## src/logic/pmcm_pkg.sv

```systemverilog
/*
 Shared constants and types of the power-mode and clock manager.
 Assumes one 100 MHz system clock and a synchronous active-low reset.
*/
// How it works
// - Idle gates processor and memory clocks only
// - Standby powers always-on; wakes on ext/rtc/sensor
// - Standby wake keeps retention and resumes processor
// - Pins hold latched state throughout standby
// - Shutdown removes all power, latches pin values
// - Shutdown pin level change wakes as reset
// - Reset cause register tells wake, pin, power-on
// - Shutdown keeps only pin latch, flash contents
// - Main clock on in active/idle, off otherwise
// - Medium clock always from medium RC oscillator
// - Slow clock source selectable, runs through standby
// - Radio allowed only with fast crystal main clock
// - Slow clock drivable out for crystal or RC
// - Radio timer resynced to RTC on switch
// - Watchdog counts own tick, cannot be stopped
// - Watchdog freezes in standby/debug, off in shutdown
// - Unserviced watchdog interrupts first, then resets
// - Monitor window breach interrupts and wakes standby
// - Every pin interrupts and wakes, edge selectable
// - Reset pin wakes and resets from every mode
package pmcm_pkg;
    // Power modes, Gray coded along active-idle-standby-shutdown
    typedef enum logic [1:0] {
        PMCM_ACTIVE = 2'h0,
        PMCM_IDLE = 2'h1,
        PMCM_STANDBY = 2'h3,
        PMCM_SHUTDOWN = 2'h2
    } pmcm_mode_t;
    // Recorded reset causes
    typedef enum logic [1:0] {
        PMCM_CAUSE_POR = 2'h0,
        PMCM_CAUSE_PIN = 2'h1,
        PMCM_CAUSE_WAKE = 2'h2,
        PMCM_CAUSE_WDOG = 2'h3
    } pmcm_cause_t;
    // Slow clock sources
    typedef enum logic [1:0] {
        PMCM_LF_RC = 2'h0,
        PMCM_LF_XTAL = 2'h1,
        PMCM_LF_EXT = 2'h2
    } pmcm_lf_src_t;
    // Clock controls toward the clock tree
    typedef struct packed {
        logic main_en;
        logic main_xtal;
        logic medium_en;
        logic medium_rc;
        logic slow_en;
        pmcm_lf_src_t slow_src;
        logic slow_out_en;
        logic radio_ok;
    } pmcm_clk_t;
    // Power and gating controls toward the domains
    typedef struct packed {
        logic core_pwr;
        logic aon_pwr;
        logic sensor_pwr;
        logic cpu_clk;
        logic mem_clk;
        logic periph_clk;
        logic retain;
        logic io_hold;
    } pmcm_pwr_t;
    localparam int PMCM_CLK_KHZ = 100000;
    localparam int PMCM_WDOG_KHZ = 1500;
    localparam int PMCM_RADIO_KHZ = 4000;
    localparam int PMCM_WDOG_CYC = PMCM_CLK_KHZ / PMCM_WDOG_KHZ;
    localparam int PMCM_RADIO_CYC = PMCM_CLK_KHZ / PMCM_RADIO_KHZ;
    localparam logic [6:0] PMCM_WDOG_TICK = 7'(PMCM_WDOG_CYC - 1);
    localparam logic [6:0] PMCM_RADIO_TICK = 7'(PMCM_RADIO_CYC - 1);
    localparam logic [31:0] PMCM_WDOG_RST = 32'h0000_ffff;
endpackage

```

## src/logic/pmcm_top.sv

```systemverilog
/*
 Power-mode sequencer, clock-enable manager, pin latch, wake and reset
 cause logic, radio timer and watchdog of the wireless controller.
 Assumes all inputs synchronous to clk_i; the processor posts mode
 requests as one-cycle strobes and the clock tree obeys the enables.
*/
`timescale 1ns/1ps
module pmcm_top #(
    parameter int NPIN = 31,
    parameter int MONW = 12
) (
    input wire logic clk_i,
    input wire logic rst_n_i,
    input wire logic reset_pin_n_i,
    input wire logic req_valid_i,
    input wire pmcm_pkg::pmcm_mode_t req_mode_i,
    input wire logic irq_event_i,
    input wire logic ext_wake_i,
    input wire logic rtc_event_i,
    input wire logic sensor_event_i,
    input wire logic main_xtal_sel_i,
    input wire pmcm_pkg::pmcm_lf_src_t slow_src_i,
    input wire logic slow_out_req_i,
    input wire logic radio_en_i,
    input wire logic [31:0] rtc_net_time_i,
    input wire logic wdog_enable_i,
    input wire logic wdog_disable_i,
    input wire logic wdog_kick_i,
    input wire logic [31:0] wdog_load_i,
    input wire logic debug_halt_i,
    input wire logic [MONW-1:0] temp_i,
    input wire logic [MONW-1:0] temp_lo_i,
    input wire logic [MONW-1:0] temp_hi_i,
    input wire logic [MONW-1:0] vdd_i,
    input wire logic [MONW-1:0] vdd_lo_i,
    input wire logic [MONW-1:0] vdd_hi_i,
    input wire logic [NPIN-1:0] pin_in_i,
    input wire logic [NPIN-1:0] pin_rise_sel_i,
    input wire logic [NPIN-1:0] pin_wake_en_i,
    input wire logic [NPIN-1:0] pin_sd_wake_en_i,
    input wire logic [NPIN-1:0] core_pin_out_i,
    input wire logic [NPIN-1:0] core_pin_oe_i,
    output pmcm_pkg::pmcm_mode_t mode_o,
    output pmcm_pkg::pmcm_clk_t clk_ctrl_o,
    output pmcm_pkg::pmcm_pwr_t pwr_ctrl_o,
    output logic cpu_resume_o,
    output logic sys_reset_o,
    output pmcm_pkg::pmcm_cause_t reset_cause_o,
    output logic [NPIN-1:0] pin_out_o,
    output logic [NPIN-1:0] pin_oe_o,
    output logic [NPIN-1:0] pin_irq_o,
    output logic mon_irq_o,
    output logic [31:0] radio_time_o,
    output logic wdog_irq_o,
    output logic wdog_running_o
);
    pmcm_pkg::pmcm_mode_t mode_r, mode_nxt;
    pmcm_pkg::pmcm_cause_t cause_r;
    logic [NPIN-1:0] pin_prev_r, sd_snap_r, pin_out_r, pin_oe_r, pin_irq_r;
    logic mon_out_r, mon_irq_r, resume_r, sysrst_r, radio_en_r;
    logic [6:0] radio_div_r, wdog_div_r;
    logic [31:0] radio_time_r, wdog_cnt_r;
    logic wdog_en_r, wdog_irq_r;

    // Pin edge detection with per-pin polarity
    wire [NPIN-1:0] pin_rise = pin_in_i & ~pin_prev_r;
    wire [NPIN-1:0] pin_fall = ~pin_in_i & pin_prev_r;
    wire [NPIN-1:0] pin_edge = (pin_rise & pin_rise_sel_i) | (pin_fall & ~pin_rise_sel_i);
    wire pin_wake = |(pin_edge & pin_wake_en_i);

    // Window comparators: event on leaving the window
    wire mon_out = (temp_i < temp_lo_i) | (temp_i > temp_hi_i)
                 | (vdd_i < vdd_lo_i) | (vdd_i > vdd_hi_i);
    wire mon_evt = mon_out & ~mon_out_r;

    // Wake and reset sources
    wire stby_wake = ext_wake_i | rtc_event_i | sensor_event_i | mon_evt | pin_wake;
    wire sd_wake = (mode_r == pmcm_pkg::PMCM_SHUTDOWN)
                 & (|(pin_sd_wake_en_i & (pin_in_i ^ sd_snap_r)));
    wire pin_rst = ~reset_pin_n_i;
    wire wdog_tick = wdog_div_r == pmcm_pkg::PMCM_WDOG_TICK;
    wire wdog_zero = wdog_cnt_r == 32'h0;
    wire wdog_frozen = (mode_r == pmcm_pkg::PMCM_STANDBY) | debug_halt_i;
    wire wdog_step = wdog_en_r & ~wdog_frozen & wdog_tick;
    wire wdog_bite = wdog_step & wdog_zero & wdog_irq_r;
    wire wdog_bark = wdog_step & wdog_zero & ~wdog_irq_r;
    wire warm_rst = pin_rst | sd_wake | wdog_bite;
    wire in_low = (mode_r == pmcm_pkg::PMCM_STANDBY) | (mode_r == pmcm_pkg::PMCM_SHUTDOWN);
    wire idle_exit = irq_event_i | (|pin_edge) | mon_evt | wdog_bark | stby_wake;

    // Mode sequencing; only software leaves active
    always_comb begin
        mode_nxt = mode_r;
        case (mode_r)
            pmcm_pkg::PMCM_ACTIVE: begin
                if (req_valid_i) begin
                    mode_nxt = req_mode_i;
                end
            end
            pmcm_pkg::PMCM_IDLE: begin
                if (idle_exit) begin
                    mode_nxt = pmcm_pkg::PMCM_ACTIVE;
                end
            end
            pmcm_pkg::PMCM_STANDBY: begin
                if (stby_wake) begin
                    mode_nxt = pmcm_pkg::PMCM_ACTIVE;
                end
            end
            pmcm_pkg::PMCM_SHUTDOWN: mode_nxt = pmcm_pkg::PMCM_SHUTDOWN;
            default: mode_nxt = pmcm_pkg::PMCM_ACTIVE;
        endcase
        if (warm_rst) begin
            mode_nxt = pmcm_pkg::PMCM_ACTIVE;
        end
    end

    // Mode, resume and reset state
    always_ff @(posedge clk_i) begin
        if (!rst_n_i) begin
            mode_r <= pmcm_pkg::PMCM_ACTIVE;
            resume_r <= 1'b0;
            sysrst_r <= 1'b1;
        end else begin
            mode_r <= mode_nxt;
            resume_r <= (mode_r == pmcm_pkg::PMCM_STANDBY) & stby_wake & ~warm_rst;
            sysrst_r <= warm_rst;
        end
    end

    // Reset cause, power-on unless a later reset names itself
    always_ff @(posedge clk_i) begin
        if (!rst_n_i) begin
            cause_r <= pmcm_pkg::PMCM_CAUSE_POR;
        end else if (pin_rst) begin
            cause_r <= pmcm_pkg::PMCM_CAUSE_PIN;
        end else if (sd_wake) begin
            cause_r <= pmcm_pkg::PMCM_CAUSE_WAKE;
        end else if (wdog_bite) begin
            cause_r <= pmcm_pkg::PMCM_CAUSE_WDOG;
        end
    end

    // Pin latch: follows the core while awake, frozen in standby and shutdown
    always_ff @(posedge clk_i) begin
        if (!rst_n_i) begin
            pin_out_r <= '0;
            pin_oe_r <= '0;
            sd_snap_r <= '0;
        end else begin
            if (!in_low && !(mode_nxt == pmcm_pkg::PMCM_STANDBY)
                    && !(mode_nxt == pmcm_pkg::PMCM_SHUTDOWN)) begin
                pin_out_r <= core_pin_out_i;
                pin_oe_r <= core_pin_oe_i;
            end
            if (mode_r != pmcm_pkg::PMCM_SHUTDOWN) begin
                sd_snap_r <= pin_in_i;
            end
        end
    end

    // Pin and monitor interrupt pulses
    always_ff @(posedge clk_i) begin
        if (!rst_n_i) begin
            pin_prev_r <= '0;
            pin_irq_r <= '0;
            mon_out_r <= 1'b0;
            mon_irq_r <= 1'b0;
        end else begin
            pin_prev_r <= pin_in_i;
            pin_irq_r <= pin_edge;
            mon_out_r <= mon_out;
            mon_irq_r <= mon_evt;
        end
    end

    // Radio timer at 4 MHz, reloaded from RTC time on radio switch
    always_ff @(posedge clk_i) begin
        if (!rst_n_i || warm_rst) begin
            radio_en_r <= 1'b0;
            radio_div_r <= '0;
            radio_time_r <= '0;
        end else begin
            radio_en_r <= radio_en_i;
            if (radio_en_i != radio_en_r) begin
                radio_time_r <= rtc_net_time_i;
                radio_div_r <= '0;
            end else if (radio_div_r == pmcm_pkg::PMCM_RADIO_TICK) begin
                radio_div_r <= '0;
                radio_time_r <= radio_time_r + 32'h1;
            end else begin
                radio_div_r <= radio_div_r + 7'h1;
            end
        end
    end

    // Watchdog: sticky enable, bark then bite, frozen in standby and debug
    always_ff @(posedge clk_i) begin
        if (!rst_n_i || warm_rst || mode_r == pmcm_pkg::PMCM_SHUTDOWN) begin
            wdog_en_r <= 1'b0;
            wdog_irq_r <= 1'b0;
            wdog_div_r <= '0;
            wdog_cnt_r <= pmcm_pkg::PMCM_WDOG_RST;
        end else begin
            wdog_en_r <= wdog_en_r | wdog_enable_i;
            if (wdog_en_r && !wdog_frozen) begin
                wdog_div_r <= wdog_tick ? 7'h0 : wdog_div_r + 7'h1;
            end
            if (wdog_kick_i || (wdog_enable_i && !wdog_en_r)) begin
                wdog_cnt_r <= wdog_load_i;
                wdog_irq_r <= wdog_irq_r & ~wdog_kick_i;
            end else if (wdog_bark) begin
                wdog_irq_r <= 1'b1;
                wdog_cnt_r <= wdog_load_i;
            end else if (wdog_step) begin
                wdog_cnt_r <= wdog_cnt_r - 32'h1;
            end
        end
    end

    // Clock enables per mode
    wire awake = (mode_r == pmcm_pkg::PMCM_ACTIVE) | (mode_r == pmcm_pkg::PMCM_IDLE);
    assign clk_ctrl_o.main_en = awake;
    assign clk_ctrl_o.main_xtal = main_xtal_sel_i;
    assign clk_ctrl_o.medium_en = mode_r != pmcm_pkg::PMCM_SHUTDOWN;
    assign clk_ctrl_o.medium_rc = 1'b1;
    assign clk_ctrl_o.slow_en = mode_r != pmcm_pkg::PMCM_SHUTDOWN;
    assign clk_ctrl_o.slow_src = slow_src_i;
    assign clk_ctrl_o.slow_out_en = slow_out_req_i & clk_ctrl_o.slow_en
                                  & (slow_src_i != pmcm_pkg::PMCM_LF_EXT);
    assign clk_ctrl_o.radio_ok = awake & main_xtal_sel_i & radio_en_i;

    // Power and gating per mode
    assign pwr_ctrl_o.core_pwr = awake;
    assign pwr_ctrl_o.aon_pwr = mode_r != pmcm_pkg::PMCM_SHUTDOWN;
    assign pwr_ctrl_o.sensor_pwr = mode_r != pmcm_pkg::PMCM_SHUTDOWN;
    assign pwr_ctrl_o.cpu_clk = mode_r == pmcm_pkg::PMCM_ACTIVE;
    assign pwr_ctrl_o.mem_clk = mode_r == pmcm_pkg::PMCM_ACTIVE;
    assign pwr_ctrl_o.periph_clk = awake;
    assign pwr_ctrl_o.retain = mode_r == pmcm_pkg::PMCM_STANDBY;
    assign pwr_ctrl_o.io_hold = in_low;

    // Output drive
    assign mode_o = mode_r;
    assign cpu_resume_o = resume_r;
    assign sys_reset_o = sysrst_r;
    assign reset_cause_o = cause_r;
    assign pin_out_o = pin_out_r;
    assign pin_oe_o = pin_oe_r;
    assign pin_irq_o = pin_irq_r;
    assign mon_irq_o = mon_irq_r;
    assign radio_time_o = radio_time_r;
    assign wdog_irq_o = wdog_irq_r;
    assign wdog_running_o = wdog_en_r & ~wdog_frozen;
endmodule

```

## config.mk

```make
export PLATFORM = sky130hd
export DESIGN_NAME = pmcm_top
export DESIGN_NICKNAME = d
export VERILOG_FILES = /design/src/logic/pmcm_pkg.sv /design/src/logic/pmcm_top.sv
export SDC_FILE = /design/constraint.sdc
export NUM_CORES = 1
export LEC_CHECK = 0
export ABC_AREA = 0
export BUFFER_PORTS_ARGS = -buffer_cell sky130_fd_sc_hd__buf_4
export CORE_UTILIZATION = 36
export DETAILED_ROUTE_END_ITERATION = 8
export PLACE_DENSITY_LB_ADDON = 0.2
export SKIP_LAST_GASP = 1
export SLEW_MARGIN = 20
export SYNTH_ARGS = -nofsm -noshare
export SYNTH_HDL_FRONTEND = slang
export SYNTH_SLANG_ARGS = --single-unit
```

## constraint.sdc

```tcl
create_clock -name clk_i -period 2.57 [get_ports clk_i]
set_input_delay 0.1285 -clock clk_i [delete_from_list [all_inputs] [get_ports clk_i]]
set_output_delay 0.1285 -clock clk_i [all_outputs]
set_load 0.01 [all_outputs]
```

# After elaboration in Yosys (flattened, before gate mapping)
# Cells that the tools add are included.
[totals]
register_bits = 244
word_cells = 126
[op_classes]
muxes = 16
reduce_logical = 24
n_lt_le_gt_ge = 4
eq_ne = 11
add_sub_neg = 4
bitwise_logic = 48
[op_table]
columns = ["op", "n"]
rows = [
  ["AND 31 bit", 6],
  ["two-way mux 32 bit", 5],
  ["inverter 31 bit", 3],
  ["OR reduction 31 bit", 3],
  ["adder 32 x 1 -> 32 bit, second input constant", 1],
  ["logical NOT 32 bit", 1],
  ["subtractor 32 x 1 -> 32 bit, second input constant", 1],
  ["bitwise OR 31 bit", 1],
  ["XOR 31 bit", 1],
  ["> comparator 12 bit", 2],
  ["< comparator 12 bit", 2],
  ["bitwise OR 1 bit", 17],
  ["adder 7 x 1 -> 7 bit, second input constant", 2],
  ["AND 1 bit", 14],
  ["two-way mux 2 bit", 6],
  ["== test 2 bit, second input constant", 4],
  ["case mux 2 bit (4 select lines)", 1],
  ["== test 7 x 5 -> 1 bit, second input constant", 1],
  ["== test 7 bit, second input constant", 1],
  ["two-way mux 7 bit", 1],
  ["logical NOT 1 bit", 6],
  ["inverter 1 bit", 6],
  ["nonzero test 2 bit", 3],
  ["logical AND 1 bit", 4],
  ["other kinds (10)", 15],
]

# Longest topological paths before layout
# Gate-level depths: netlist of run 1.
[logic_depth]
ltp_word = 16
ltp_mapped = 14

# Worst setup path before layout of run 1
# Ideal clock, no wire load.
[synth_timing]
path_type = "register to register"
start = "register wdog_cnt_r[17]"
end = "register wdog_cnt_r[26]"
arrival_ns = 2.723
path_slack_ns = -0.276
setup_time_ns = 0.124
stages_incl_launch_ff = 10
cell_sequence = "dfxtp_1 -> or4_4 -> or4_4 -> or3_1 -> buf_2 -> o31a_1 -> buf_6 -> and2_1 -> a222oi_1 -> nor2_1"
[synth_between]
elab_chain_cells = 6
[synth_rtl]
columns = ["element", "line_no", "source"]
rows = [
  ["start, declared", "pmcm_top.sv:62", "logic [31:0] radio_time_r, wdog_cnt_r;"],
  ["start signal, assigned", "pmcm_top.sv:203", "wdog_cnt_r <= pmcm_pkg::PMCM_WDOG_RST;"],
  ["start signal, assigned", "pmcm_top.sv:210", "wdog_cnt_r <= wdog_load_i;"],
  ["start signal, assigned", "pmcm_top.sv:214", "wdog_cnt_r <= wdog_load_i;"],
  ["branches (longest 6 deep; another with subtractor 32 x 1 -> 32 bit)", "n/a", ""],
]
# Several ways; the timed one is not identified. The select of a mux whose other input is x is not followed.
# A chain may end at the register's enable or synchronous reset.

# Worst setup path in the final report of run 1
[layout_timing]
start = "register wdog_cnt_r[20]"
end = "register pin_oe_r[1] (netlist: pin_oe_o[1])"
[layout_between]
elab_chain_cells = 12
[layout_rtl]
columns = ["element", "line_no", "source"]
rows = [
  ["logical NOT 32 bit *", "pmcm_top.sv:82", "wire wdog_zero = wdog_cnt_r == 32'h0;"],
  ["AND 1 bit *", "pmcm_top.sv:85, pmcm_top.sv:86", ""],
  ["AND 1 bit", "pmcm_top.sv:86", "wire wdog_bark = wdog_step & wdog_zero & ~wdog_irq_r;"],
  ["bitwise OR 1 bit (2 in a row)", "pmcm_top.sv:89", "wire idle_exit = irq_event_i | (|pin_edge) | mon_evt | wdog_bark | stby_wake;"],
  ["two-way mux 2 bit", "pmcm_top.sv:101", "if (idle_exit) begin"],
  ["case mux 2 bit (4 select lines)", "pmcm_top.sv:94", "case (mode_r)"],
  ["two-way mux 2 bit *", "pmcm_top.sv:113", "if (warm_rst) begin"],
  ["== test 2 bit", "pmcm_top.sv:151", "if (!in_low && !(mode_nxt == pmcm_pkg::PMCM_STANDBY)"],
  ["logical NOT 1 bit", "pmcm_top.sv:151", ""],
  ["logical AND 1 bit", "pmcm_top.sv:151", ""],
  ["logical AND 1 bit *", "pmcm_top.sv:152", "&& !(mode_nxt == pmcm_pkg::PMCM_SHUTDOWN)) begin"],
  ["end signal, assigned", "pmcm_top.sv:154", "pin_oe_r <= core_pin_oe_i;"],
  ["end, declared", "pmcm_top.sv:59", "logic [NPIN-1:0] pin_prev_r, sd_snap_r, pin_out_r, pin_oe_r, pin_irq_r;"],
]
# Mark *: on every way between the ends. The rest lies on a longest branch, timed or not.

==> results of run 1 <==
routing by layer:
| layer | up-vias | routed length, um | share of wire | GRT usage |
|---|---|---|---|---|
| li1 | 6727 | - | - | - |
| met1 | 6357 | 19600 | 0.40 | 0.287 |
| met2 | 504 | 23600 | 0.48 | 0.431 |
| met3 | 110 | 3710 | 0.076 | 0.0657 |
| met4 | 0 | 1900 | 0.039 | 0.0992 |
| met5 | - | 0 | 0 | 0 |
flip-flops by register name, summed over array words and instances, names as in the netlist:
name / cells
radio_time_o: 32
wdog_cnt_r: 32
pin_irq_o: 31
pin_oe_o: 31
pin_out_o: 31
pin_prev_r: 31
sd_snap_r: 31
radio_div_r: 7
wdog_div_r: 7
mode_o: 2
reset_cause_o: 2
cpu_resume_o: 1
mon_irq_o: 1
mon_out_r: 1
radio_en_r: 1
sys_reset_o: 1
wdog_en_r: 1
wdog_irq_o: 1
kinds of logic after synthesis:
family	synth area share
XOR/XNOR	0.0502
buffers and inverters	0.0621
adder cells (fa/ha/maj)	0.0504
multiplexers	0.000776
AND/OR/NAND/NOR	0.263
flip-flops	0.379
other	0.000291
AO/OA/AOI/OAI	0.194
area by class of cell:
class	instances	share of cell area
Timing Repair Buffer	791	0.322
Clock buffer	43	0.0414
Clock inverter	9	0.00703
Sequential cell	244	0.233
Antenna cell	3	0.000358
Inverter	74	0.0132
Multi-Input combinational cell	1118	0.356
Tap cell	455	0.0271
worst paths after layout:
check	end	slack (ns)	startpoint	depth (start not counted)
setup / recovery	pin_oe_o[1]	-0.27	wdog_cnt_r[20]	10
hold / removal	wdog_cnt_r[16]	0.03	wdog_load_i[16]	5
setup reg to reg	pin_oe_o[1]	-0.27	wdog_cnt_r[20]	10
hold reg to reg	pin_out_o[30]	0.46	pin_out_o[30]	2
placed cells by master, fill, tap and decap left out, drive strengths merged, types with 5 or more instances in the layout:
cell type    netlist  routed
xnor2             21      21
or3               10      10
a22oi             23      23
dfxtp            244     244
xor2              53      53
a21o              10      10
nor2b              6       6
nor2             108     108
nor3              29      29
ha                52      52
a21boi            93      93
buf               42     615
and3              10      10
clkinv             1       5
clkbuf            41      48
or4                7       7
nor3b              5       5
nor4              14      14
dlygate4sd3        0     170
nand3b            29      29
nand4b            10      10
o21ai             73      73
nand3             34      34
nand2b            38      38
a221oi             5       5
nand4             24      24
o211ai             6       6
and2              68      68
a21oi             44      44
a211oi            43      43
inv               73      73
nand2            251     251
worst register-to-register path, cell delays in order, from the launching register on:
cell	delay, ns
dfxtp_2	0.32
or4_4	0.53
or4_4	0.43
or3_4	0.42
nor2_2	0.13
and2_4	0.20
buf_12	0.11
o21a_4	0.25
buf_6	0.18
nand2_2	0.07
a21boi_2	0.13
where the power goes:
part           switching (W)  internal [W]  total (W)
registers           0.000135       0.00399    0.00413
clock network        0.00163       0.00271    0.00434
logic                0.00103       0.00127    0.00230
stage by stage:
stage / utilization / worst slack [ns] / total power, W / hold slack [ns] / area, um2
detailed placement: 0.503 / -0.276 / 0.00611 / 0.333 / 17600
CTS: 0.589 / -0.204 / 0.0108 / 0.00993 / 20600
global placement: 0.503 / -0.300 / 0.00607 / 0.336 / 17600
finish: 0.602 / -0.268 / 0.0108 / 0.0335 / 21000
global route: 0.602 / -0.325 / 0.0113 / 0.0446 / 21000
floorplan: - / -0.202 / 0.00511 / 0.208 / 13000
timing repair:
| action | in CTS | in global routing |
|---|---|---|
| cloned | 7 | 8 |
| gates resized for setup | 33 | 50 |
| pin swaps | 11 | 34 |
| setup endpoints to repair | 152 | 152 |
| setup buffers | 5 | 10 |
| hold endpoints to repair | 197 | 0 |
| hold buffers | 170 | 0 |
==> reports/results.tsv, run 1 <==
stage	metric	value	unit
critical_path	critPathBufInv	2	
global_route	grt_max_degree	159	
finish	multi_input_area	0.00748	mm2
critical_path	cp.required	3.04	ns
global_route	grt_pass1_wl	71300	um
floorplan	die_h	191	um
floorplan	start_util	0.370	
critical_path	crit_arrival	3.31	ns
sta	slew_headroom	0.558	
finish	fin_cells	2737	
clock_tree	clkSlewWorstSetupHoldPaths	0.06	ns
min_path	hold_class	in2reg	
finish	fill_cells	2934	
power_and_ir_drop	power_leakage	9.36	nW
global_route	track_usage	0.248	
placed_design	placed_cells	2482	
clock_tree	cts-buffers-inserted	28	
routing	dr.pass1.iters	7	
routing	wl_per_cell	17.9	um
global_route	grt_pass1_vias	13500	
sta	hold_viol_final	0	
status	status	finished, violations left	
clock_tree	clock_latency	0.55	ns
routing	drt_wl_total	48900	um
global_route	antenna_found_initial	3	
yosys	ys_seq_area_frac	0.379	
finish	nets	2650	
yosys	synth-edff-count	0	
yosys	yosys-top-cells-area	dfxtp_1 (38%), nand2_1 (5.6%), a21boi_2 (5.2%)	
floorplan	ios	492	
yosys	synth_flop_cell	dfxtp_1	
power_and_ir_drop	power_density	513	mW/mm2
placed_design	dpl.hpwl	34500	um
placed_design	io_buffers	489	
sta	max_clock_freq	0.352	GHz
job	maxCapViolCount	0	
floorplan	rows	68	
sta	rsz0062_at_grt	yes	
critical_path	cp_max_fo	6	
global_route	grt_overflow	0	
sta	tightest_slew	0.655	ns
routing	vias_per_cell	5.00	
routing	vias	13700	
critical_path	slowest_stage	or4_4	
placed_design	place_congestion	0.854	
floorplan	dieArea	0.0366	mm2
yosys	synth_nets	1911	
status	violations	setup timing	
clock_tree	clock-root-buffer	clkbuf_16	
clock_tree	clock_sinks	244	
yosys	yosys-top-cells-count	dfxtp_1 (244), nand2_1 (191), nor2_1 (108), inv_1 (73), and2_1 (68)	
clock_tree	clock_path_buffers	3	
critical_path	end_kind	flop	
sta	fin_setup_tns	-25.46	ns
finish	drive_gt1_frac	0.374	
sta	setup_ws	-0.268	ns
critical_path	crit_path_frequent_cell	or4_4	
yosys	synth_cells	1518	
sta	finalCriticalPeriod	2.84	ns
sta	fin_worst_skew	0.00965	ns
power_and_ir_drop	ir_drop	0.492	mV
yosys	synth_top_area_frac	0.379	
yosys	syn-cell-area	0.0129	mm2
routing	drcViolationCount	0	
sta	setup_viol	147	
yosys	yosysTopAreaCell	dfxtp_1	
yosys	syn_avg_cell_area	8.50	um2
yosys	yosysWarnings	0	
critical_path	cp-start-kind	flop	
routing	drtIter0Drc	673	
finish	syn_to_final_growth	62.8	%
critical_path	crit_family	simple AND/OR/NAND/NOR gates	
floorplan	fp.coreArea	0.0349	mm2
critical_path	critical_path.cell_chain	or4_4 -> or4_4 -> or3_4 -> nor2_2 -> and2_4 -> buf_12 -> o21a_4 -> buf_6 -> nand2_2 -> a21boi_2	
yosys	synth_most_common_cell	dfxtp_1	
yosys	synth_cell_types	70	
critical_path	cp_slowest_stage_delay	0.53	ns
routing	drtAntennaViolNets	0	
clock_tree	cts_tree	built	
finish	regArea	0.00489	mm2
sta	timing.final.crit_share	1.10	
critical_path	path_class	reg2reg	
yosys	postSynth.asyncResetShare	0	
yosys	ys_ff_latch	244	
sta	slew_violations	0	
clock_tree	cts.htree.levels	1	
floorplan	dieWidth	191	um
Note: power is estimated with default switching activity, not from simulation.
==> inputs of run 2 (changes only) <==
--- a/config.mk
+++ b/config.mk
@@ -7,7 +7,9 @@
 export LEC_CHECK = 0
 export ABC_AREA = 0
 export BUFFER_PORTS_ARGS = -buffer_cell sky130_fd_sc_hd__buf_4
-export CORE_UTILIZATION = 36
+export CELL_PAD_IN_SITES_DETAIL_PLACEMENT = 1
+export CELL_PAD_IN_SITES_GLOBAL_PLACEMENT = 2
+export CORE_UTILIZATION = 25
 export DETAILED_ROUTE_END_ITERATION = 8
 export PLACE_DENSITY_LB_ADDON = 0.2
 export SKIP_LAST_GASP = 1
==> run 2 against run 1 <==
Highest routed layer is now met5. Global-route usage decreased by 4.5 points. Largest cell class unchanged. Utilization decreased by 18 points. Power decreased by 1.4%. Die area increased by 44%. The flow still finishes with violations (setup timing). Sequential power about the same. Non-clock buffer count increased by 1.
==> reports/results.tsv, run 2 (same netlist as run 1, synthesis figures left out) <==
stage	metric	value	unit	change
global_route	track_usage	0.203		-0.0446
finish	regArea	0.00489	mm2	unchanged
floorplan	die_h	229	um	+20%
status	status	finished, violations left		
clock_tree	cts_tree	built		
sta	hold_viol_final	0		unchanged
placed_design	io_buffers	489		unchanged
global_route	grt_pass1_wl	83800	um	+18%
floorplan	fp.coreArea	0.0505	mm2	+45%
finish	final_util	0.420		-0.182
floorplan	ios	492		unchanged
floorplan	dieWidth	229	um	+20%
sta	rsz0062_at_grt	yes		
sta	setup_ws	-0.229	ns	+0.0386 ns
routing	dr.pass1.iters	5		-2
finish	fin_area	0.0212	mm2	+1.0%
finish	nets	2654		+0.15%
placed_design	place_congestion	0.796		-6.8%
routing	vias_per_cell	4.63		-7.5%
sta	slew_violations	0		unchanged
routing	drcViolationCount	0		unchanged
sta	hold_slack	0.0165	ns	-0.0170 ns
sta	finalCriticalPeriod	2.80	ns	-0.0386 ns
clock_tree	cts.htree.levels	1		unchanged
routing	top_layer	met5		
power_and_ir_drop	power_leakage	9.32	nW	-0.41%
routing	drt_wl_total	56500	um	+16%
sta	timing.final.crit_share	1.09		-0.0150
floorplan	start_util	0.256		-0.114
critical_path	slowest_stage	or4_4		
critical_path	cp.required	3.02	ns	-0.02 ns
global_route	grt_max_degree	159		unchanged
min_path	min_path_cells	4		-1
global_route	grt_pass1_vias	14300		+6.3%
clock_tree	clock_latency	0.59	ns	+0.04 ns
placed_design	dpl.hpwl	41600	um	+21%
power_and_ir_drop	power	0.0106	W	-1.4%
routing	vias	13700		-0.066%
routing	wl_per_cell	19.1	um	+6.9%
floorplan	dieArea	0.0525	mm2	+44%
critical_path	cp-start-kind	flop		
status	violations	setup timing		
clock_tree	clock-root-buffer	clkbuf_16		
global_route	antenna_found_initial	10		+7
floorplan	rows	82		+21%
finish	syn_to_final_growth	64.4	%	
critical_path	cp_max_fo	9		+3
finish	layout_common_cells	buf_4 (582), dfxtp_1 (242), nand2_1 (189), dlygate4sd3_1 (172), nor2_1 (104)		
min_path	hold_class	in2reg		
sta	fin_worst_skew	0.0297	ns	+0.0201 ns
finish	multi_input_area	0.00740	mm2	-1.0%
critical_path	crit_path_frequent_cell	or4_4		
clock_tree	clkSlewWorstSetupHoldPaths	0.06	ns	about the same
routing	drtIter0Drc	454		-33%
global_route	grt_overflow	0		unchanged
critical_path	end_kind	flop		
critical_path	critical_path.cell_chain	or4_4 -> or4_4 -> or3_4 -> nor2_2 -> and2_4 -> buf_8 -> o21ai_4 -> clkbuf_16 -> nand2_1 -> a21boi_2		
critical_path	cp_slowest_stage_delay	0.54	ns	about the same
clock_tree	clock_sinks	244		unchanged
clock_tree	cts-buffers-inserted	31		+11%
placed_design	place_area	0.0179	mm2	+2.1%
critical_path	crit_arrival	3.25	ns	-0.06 ns
power_and_ir_drop	power_density	501	mW/mm2	-2.4%
sta	slew_headroom	0.534		-0.0240
critical_path	reg2reg_depth	10		unchanged
sta	tightest_slew	0.692	ns	+0.0370 ns
routing	dr_wl_met3	3030	um	-18%
job	maxCapViolCount	0		unchanged
critical_path	path_class	reg2reg		
power_and_ir_drop	ir_drop	0.480	mV	-2.4%
clock_tree	clock_path_buffers	3		unchanged
finish	fill_cells	5925		+100%
sta	max_clock_freq	0.357	GHz	+1.4%
sta	setup_viol	147		unchanged
finish	final_common_cell	buf_4		
routing	met2_length	28400	um	+20%
routing	drtAntennaViolNets	0		unchanged
finish	drive_gt1_frac	0.364		-0.00981
routing	wl_met1	23900	um	+22%
-- run 2: cell count changes in the layout (fill, tap and decap cells not counted), moves of 3 or more --
| cell | before | now |
|---|---|---|
| buf_6 | 18 | 8 |
| o21ai_2 | 9 | 4 |
| a21oi_1 | 36 | 40 |
| a21oi_2 | 8 | 4 |
| buf_12 | 13 | 17 |
| bufinv_16 | 4 | 0 |
| clkbuf_1 | 5 | 9 |
| clkbuf_16 | 34 | 38 |
| nand2_1 | 186 | 189 |
| nor3_1 | 24 | 27 |
-- run 2: layout make-up --
type,instances,area share
repair buffers,792,0.322
multi-input cells,1118,0.349
clock inverters,4,0.00124
clock buffers,48,0.0434
well taps,672,0.0397
inverters,74,0.0131
flip-flops and latches,244,0.230
diodes,5,0.000590
-- run 2: layer usage --
metal | GRT usage | up-vias
li1 | - | 6723
met1 | 0.244 | 6589
met2 | 0.364 | 306
met3 | 0.0482 | 61
met4 | 0.0448 | 10
met5 | 0 | -
-- run 2: timing repair --
item                                    4_1_cts  5_1_grt
cloned                                        5       13
pin swaps                                    11        6
hold endpoints to repair                    201        0
gates resized for setup                      21       25
hold buffers                                172        0
endpoints found under the setup margin      152      152
setup buffers                                 5        2
-- run 2: path summary, 6_finish.rpt --
path                      startpoint             to  slack, ns
hold / removal    pin_rise_sel_i[11]  pin_irq_o[11]       0.02
hold reg to reg        pin_out_o[21]  pin_out_o[21]       0.46
setup / recovery      wdog_cnt_r[20]    pin_oe_o[5]      -0.23
setup reg to reg      wdog_cnt_r[20]    pin_oe_o[5]      -0.23
-- run 2: where the power goes --
part / leakage [nW] / internal [W] / switching (W)
clock network: 0.463 / 0.00242 / 0.00174
logic: 6.85 / 0.00127 / 0.00105
registers: 2.01 / 0.00399 / 0.000137
total: 9.32 / 0.00769 / 0.00293
-- run 2: critical path: cells and delay by family (launching register included) --
family / cells / cell delay (ns)
AND/OR/NAND/NOR: 6 / 1.79
buffers and inverters: 2 / 0.37
flip-flops: 1 / 0.31
AO/OA/AOI/OAI: 2 / 0.21
-- run 2: through the flow --
stage	instances	TNS (ns)	worst slack (ns)
finish	2957	-23.33	-0.229
global route	2957	-37.58	-0.313
CTS	2938	-20.39	-0.191
detailed placement	2704	-34.99	-0.286
global placement	2704	-29.53	-0.276
floorplan	1518	-18.73	-0.202
==> inputs of run 3 (changes only) <==
--- a/config.mk
+++ b/config.mk
@@ -9,9 +9,10 @@
 export BUFFER_PORTS_ARGS = -buffer_cell sky130_fd_sc_hd__buf_4
 export CELL_PAD_IN_SITES_DETAIL_PLACEMENT = 1
 export CELL_PAD_IN_SITES_GLOBAL_PLACEMENT = 2
+export CORE_MARGIN = 2
 export CORE_UTILIZATION = 25
 export DETAILED_ROUTE_END_ITERATION = 8
-export PLACE_DENSITY_LB_ADDON = 0.2
+export PLACE_DENSITY_LB_ADDON = 0.1
 export SKIP_LAST_GASP = 1
 export SLEW_MARGIN = 20
 export SYNTH_ARGS = -nofsm -noshare
==> run 3 against run 2 <==
The flow still finishes with violations (setup timing). Die area is 1.8% higher. Sequential share of layout area hardly changed. Final area is 0.19% higher. Critical endpoint is now wdog_cnt_r[27]. Power is 3.5% higher. Fmax is 0.16% lower. Critical path depth is 1 lower. Wire length is 1.4% lower. Non-clock buffer count is 10 higher. Register-to-register slack hardly changed. Final cell count is 0.81% higher. Utilization is 0.51 points lower.
==> reports/results.tsv, run 3 (same netlist as run 1, synthesis figures left out) <==
stage	metric	value	unit	change
job	maxCapViolCount	0		unchanged
critical_path	crit_start	wdog_cnt_r[20]		
sta	rsz0062_at_grt	yes		
global_route	grt_max_degree	159		unchanged
routing	vias	13600		-0.47%
finish	fin_area	0.0212	mm2	+0.19%
global_route	antenna_found_initial	7		-3
critical_path	r2r-start	wdog_cnt_r[20]		
min_path	min_path_cells	4		unchanged
sta	setup_ws	-0.234	ns	-0.00462 ns
placed_design	io_buffers	489		unchanged
critical_path	end_kind	flop		
sta	tightest_slew	0.668	ns	-0.0242 ns
power_and_ir_drop	power_leakage	9.41	nW	+0.94%
routing	drt_wl_total	55700	um	-1.4%
routing	vias_per_cell	4.57		-1.3%
placed_design	dpl.hpwl	41800	um	+0.58%
global_route	grt_overflow	0		unchanged
critical_path	critPathBufInv	3		+1
finish	drive_gt1_frac	0.370		+0.00574
floorplan	die_h	231	um	+0.87%
global_route	grt_pass1_vias	14300		-0.10%
sta	fin_worst_skew	0.0192	ns	-0.0106 ns
global_route	track_usage	0.201		-0.00204
finish	layout_common_cells	buf_4 (604), dfxtp_1 (242), nand2_1 (189), dlygate4sd3_1 (168), nor2_1 (106)		
floorplan	start_util	0.252		-0.00359
status	violations	setup timing		
placed_design	place_congestion	0.775		-2.6%
critical_path	cp-start-kind	flop		
critical_path	critical_path.cell_chain	or4_4 -> or4_4 -> or3_4 -> o31a_1 -> buf_12 -> buf_4 -> buf_4 -> o21ai_1 -> a211oi_1		
routing	drtIter0Drc	393		-13%
finish	nets	2666		+0.45%
sta	slew_headroom	0.555		+0.0210
clock_tree	clock-root-buffer	clkbuf_16		
floorplan	rows	83		+1.2%
critical_path	reg2reg_depth	9		-1
critical_path	crit_cells	9		-1
sta	fin_setup_tns	-19.12	ns	+4.22 ns
routing	drcViolationCount	0		unchanged
status	status	finished, violations left		
critical_path	crit_family	simple AND/OR/NAND/NOR gates		
finish	final_common_cell	buf_4		
clock_tree	cts-buffers-inserted	34		+9.7%
min_path	hold_class	in2reg		
critical_path	cp_slowest_stage_delay	0.53	ns	about the same
power_and_ir_drop	power_density	518	mW/mm2	+3.4%
floorplan	fp.coreArea	0.0512	mm2	+1.4%
clock_tree	clock_sinks	244		unchanged
critical_path	slowest_stage	or4_4		
routing	wl_per_cell	18.7	um	-2.2%
sta	timing.final.crit_share	1.09		+0.00180
clock_tree	clock_path_buffers	3		unchanged
floorplan	dieArea	0.0534	mm2	+1.8%
critical_path	path_class	reg2reg		
sta	setup_viol	141		-4.1%
global_route	grt_pass1_wl	83500	um	-0.35%
clock_tree	clkSlewWorstSetupHoldPaths	0.06	ns	about the same
critical_path	cp.required	2.98	ns	-0.04 ns
routing	drtAntennaViolNets	0		unchanged
placed_design	place_area	0.0180	mm2	+0.38%
clock_tree	cts_tree	built		
floorplan	ios	492		unchanged
sta	max_clock_freq	0.357	GHz	-0.16%
power_and_ir_drop	ir_drop	0.370	mV	-23%
floorplan	dieWidth	231	um	+0.87%
finish	syn_to_final_growth	64.7	%	
critical_path	crit_arrival	3.22	ns	-0.03 ns
sta	finalCriticalPeriod	2.80	ns	+0.00462 ns
clock_tree	clock_latency	0.54	ns	-0.05 ns
sta	hold_viol_final	0		unchanged
finish	fill_cells	6035		+1.9%
min_path	holdCritStartpoint	pin_rise_sel_i[20]		
clock_tree	cts.htree.levels	2		+1
sta	slew_violations	0		unchanged
placed_design	placed_cells	2724		+0.74%
finish	fin_cells	2981		+0.81%
routing	dr.pass1.iters	5		unchanged
critical_path	cp_max_fo	12		+3
-- run 3: cell types whose count changed in the layout (fill, tap and decap cells not counted), moves of 3 or more --
cell	delta
buf_4	+22
buf_12	-6
buf_16	-4
dlygate4sd3_1	-4
o21ai_1	+3
-- run 3: worst paths after layout --
check	endpoint	slack, ns
worst min register to register	pin_out_o[30]	0.46
worst min-delay path	pin_irq_o[20]	0.03
worst max register to register	wdog_cnt_r[27]	-0.23
worst max-delay path	wdog_cnt_r[27]	-0.23
-- run 3: worst min-delay path, cell delays in order --
cell and delay [ns]:
buf_4 0.08, nand3b_1 0.06, o21ai_0 0.13, and2_1 0.14
-- run 3: routing by layer --
metal / wire [um] / share of wire / global-route usage
met1: 23600 / 0.42 / 0.242
met2: 28000 / 0.50 / 0.361
met3: 2910 / 0.052 / 0.0420
met4: 1160 / 0.021 / 0.0558
met5: 23 / 0.00041 / 0
-- run 3: per-stage QoR --
step	total power (W)	utilization	worst slack, ns	hold slack [ns]
after floorplan	0.00511	-	-0.202	0.208
after global placement	0.00615	0.351	-0.290	0.344
after detailed placement	0.00619	0.351	-0.326	0.357
after CTS	0.0112	0.408	-0.247	0.000317
after global routing	0.0116	0.415	-0.342	0.0461
final	0.0110	0.415	-0.234	0.0339
-- run 3: final cells by class --
| type | instances | area (um2) | share of cell area |
|---|---|---|---|
| antenna | 5 | 12.5 | 0.000589 |
| clock buffer | 51 | 985 | 0.0463 |
| clock inverter | 8 | 83.8 | 0.00395 |
| inverter | 74 | 278 | 0.0131 |
| multi-input combinational | 1117 | 7400 | 0.348 |
| sequential | 244 | 4890 | 0.230 |
| tap | 680 | 851 | 0.0400 |
| timing repair buffer | 802 | 6750 | 0.318 |
-- run 3: repair_timing --
item,4_1_cts,5_1_grt
hold endpoints to repair,196,0
resized for setup,26,21
hold buffers,168,0
pin swaps,6,16
setup endpoints to repair,153,152
setup buffers,4,10
cloned,3,8
-- run 3: where the power goes --
part	total, W	internal (W)	switching [W]	leakage [nW]
clock	0.00459	0.00275	0.00184	0.527
sequential	0.00413	0.00399	0.000133	2.01
combinational	0.00228	0.00125	0.00103	6.87
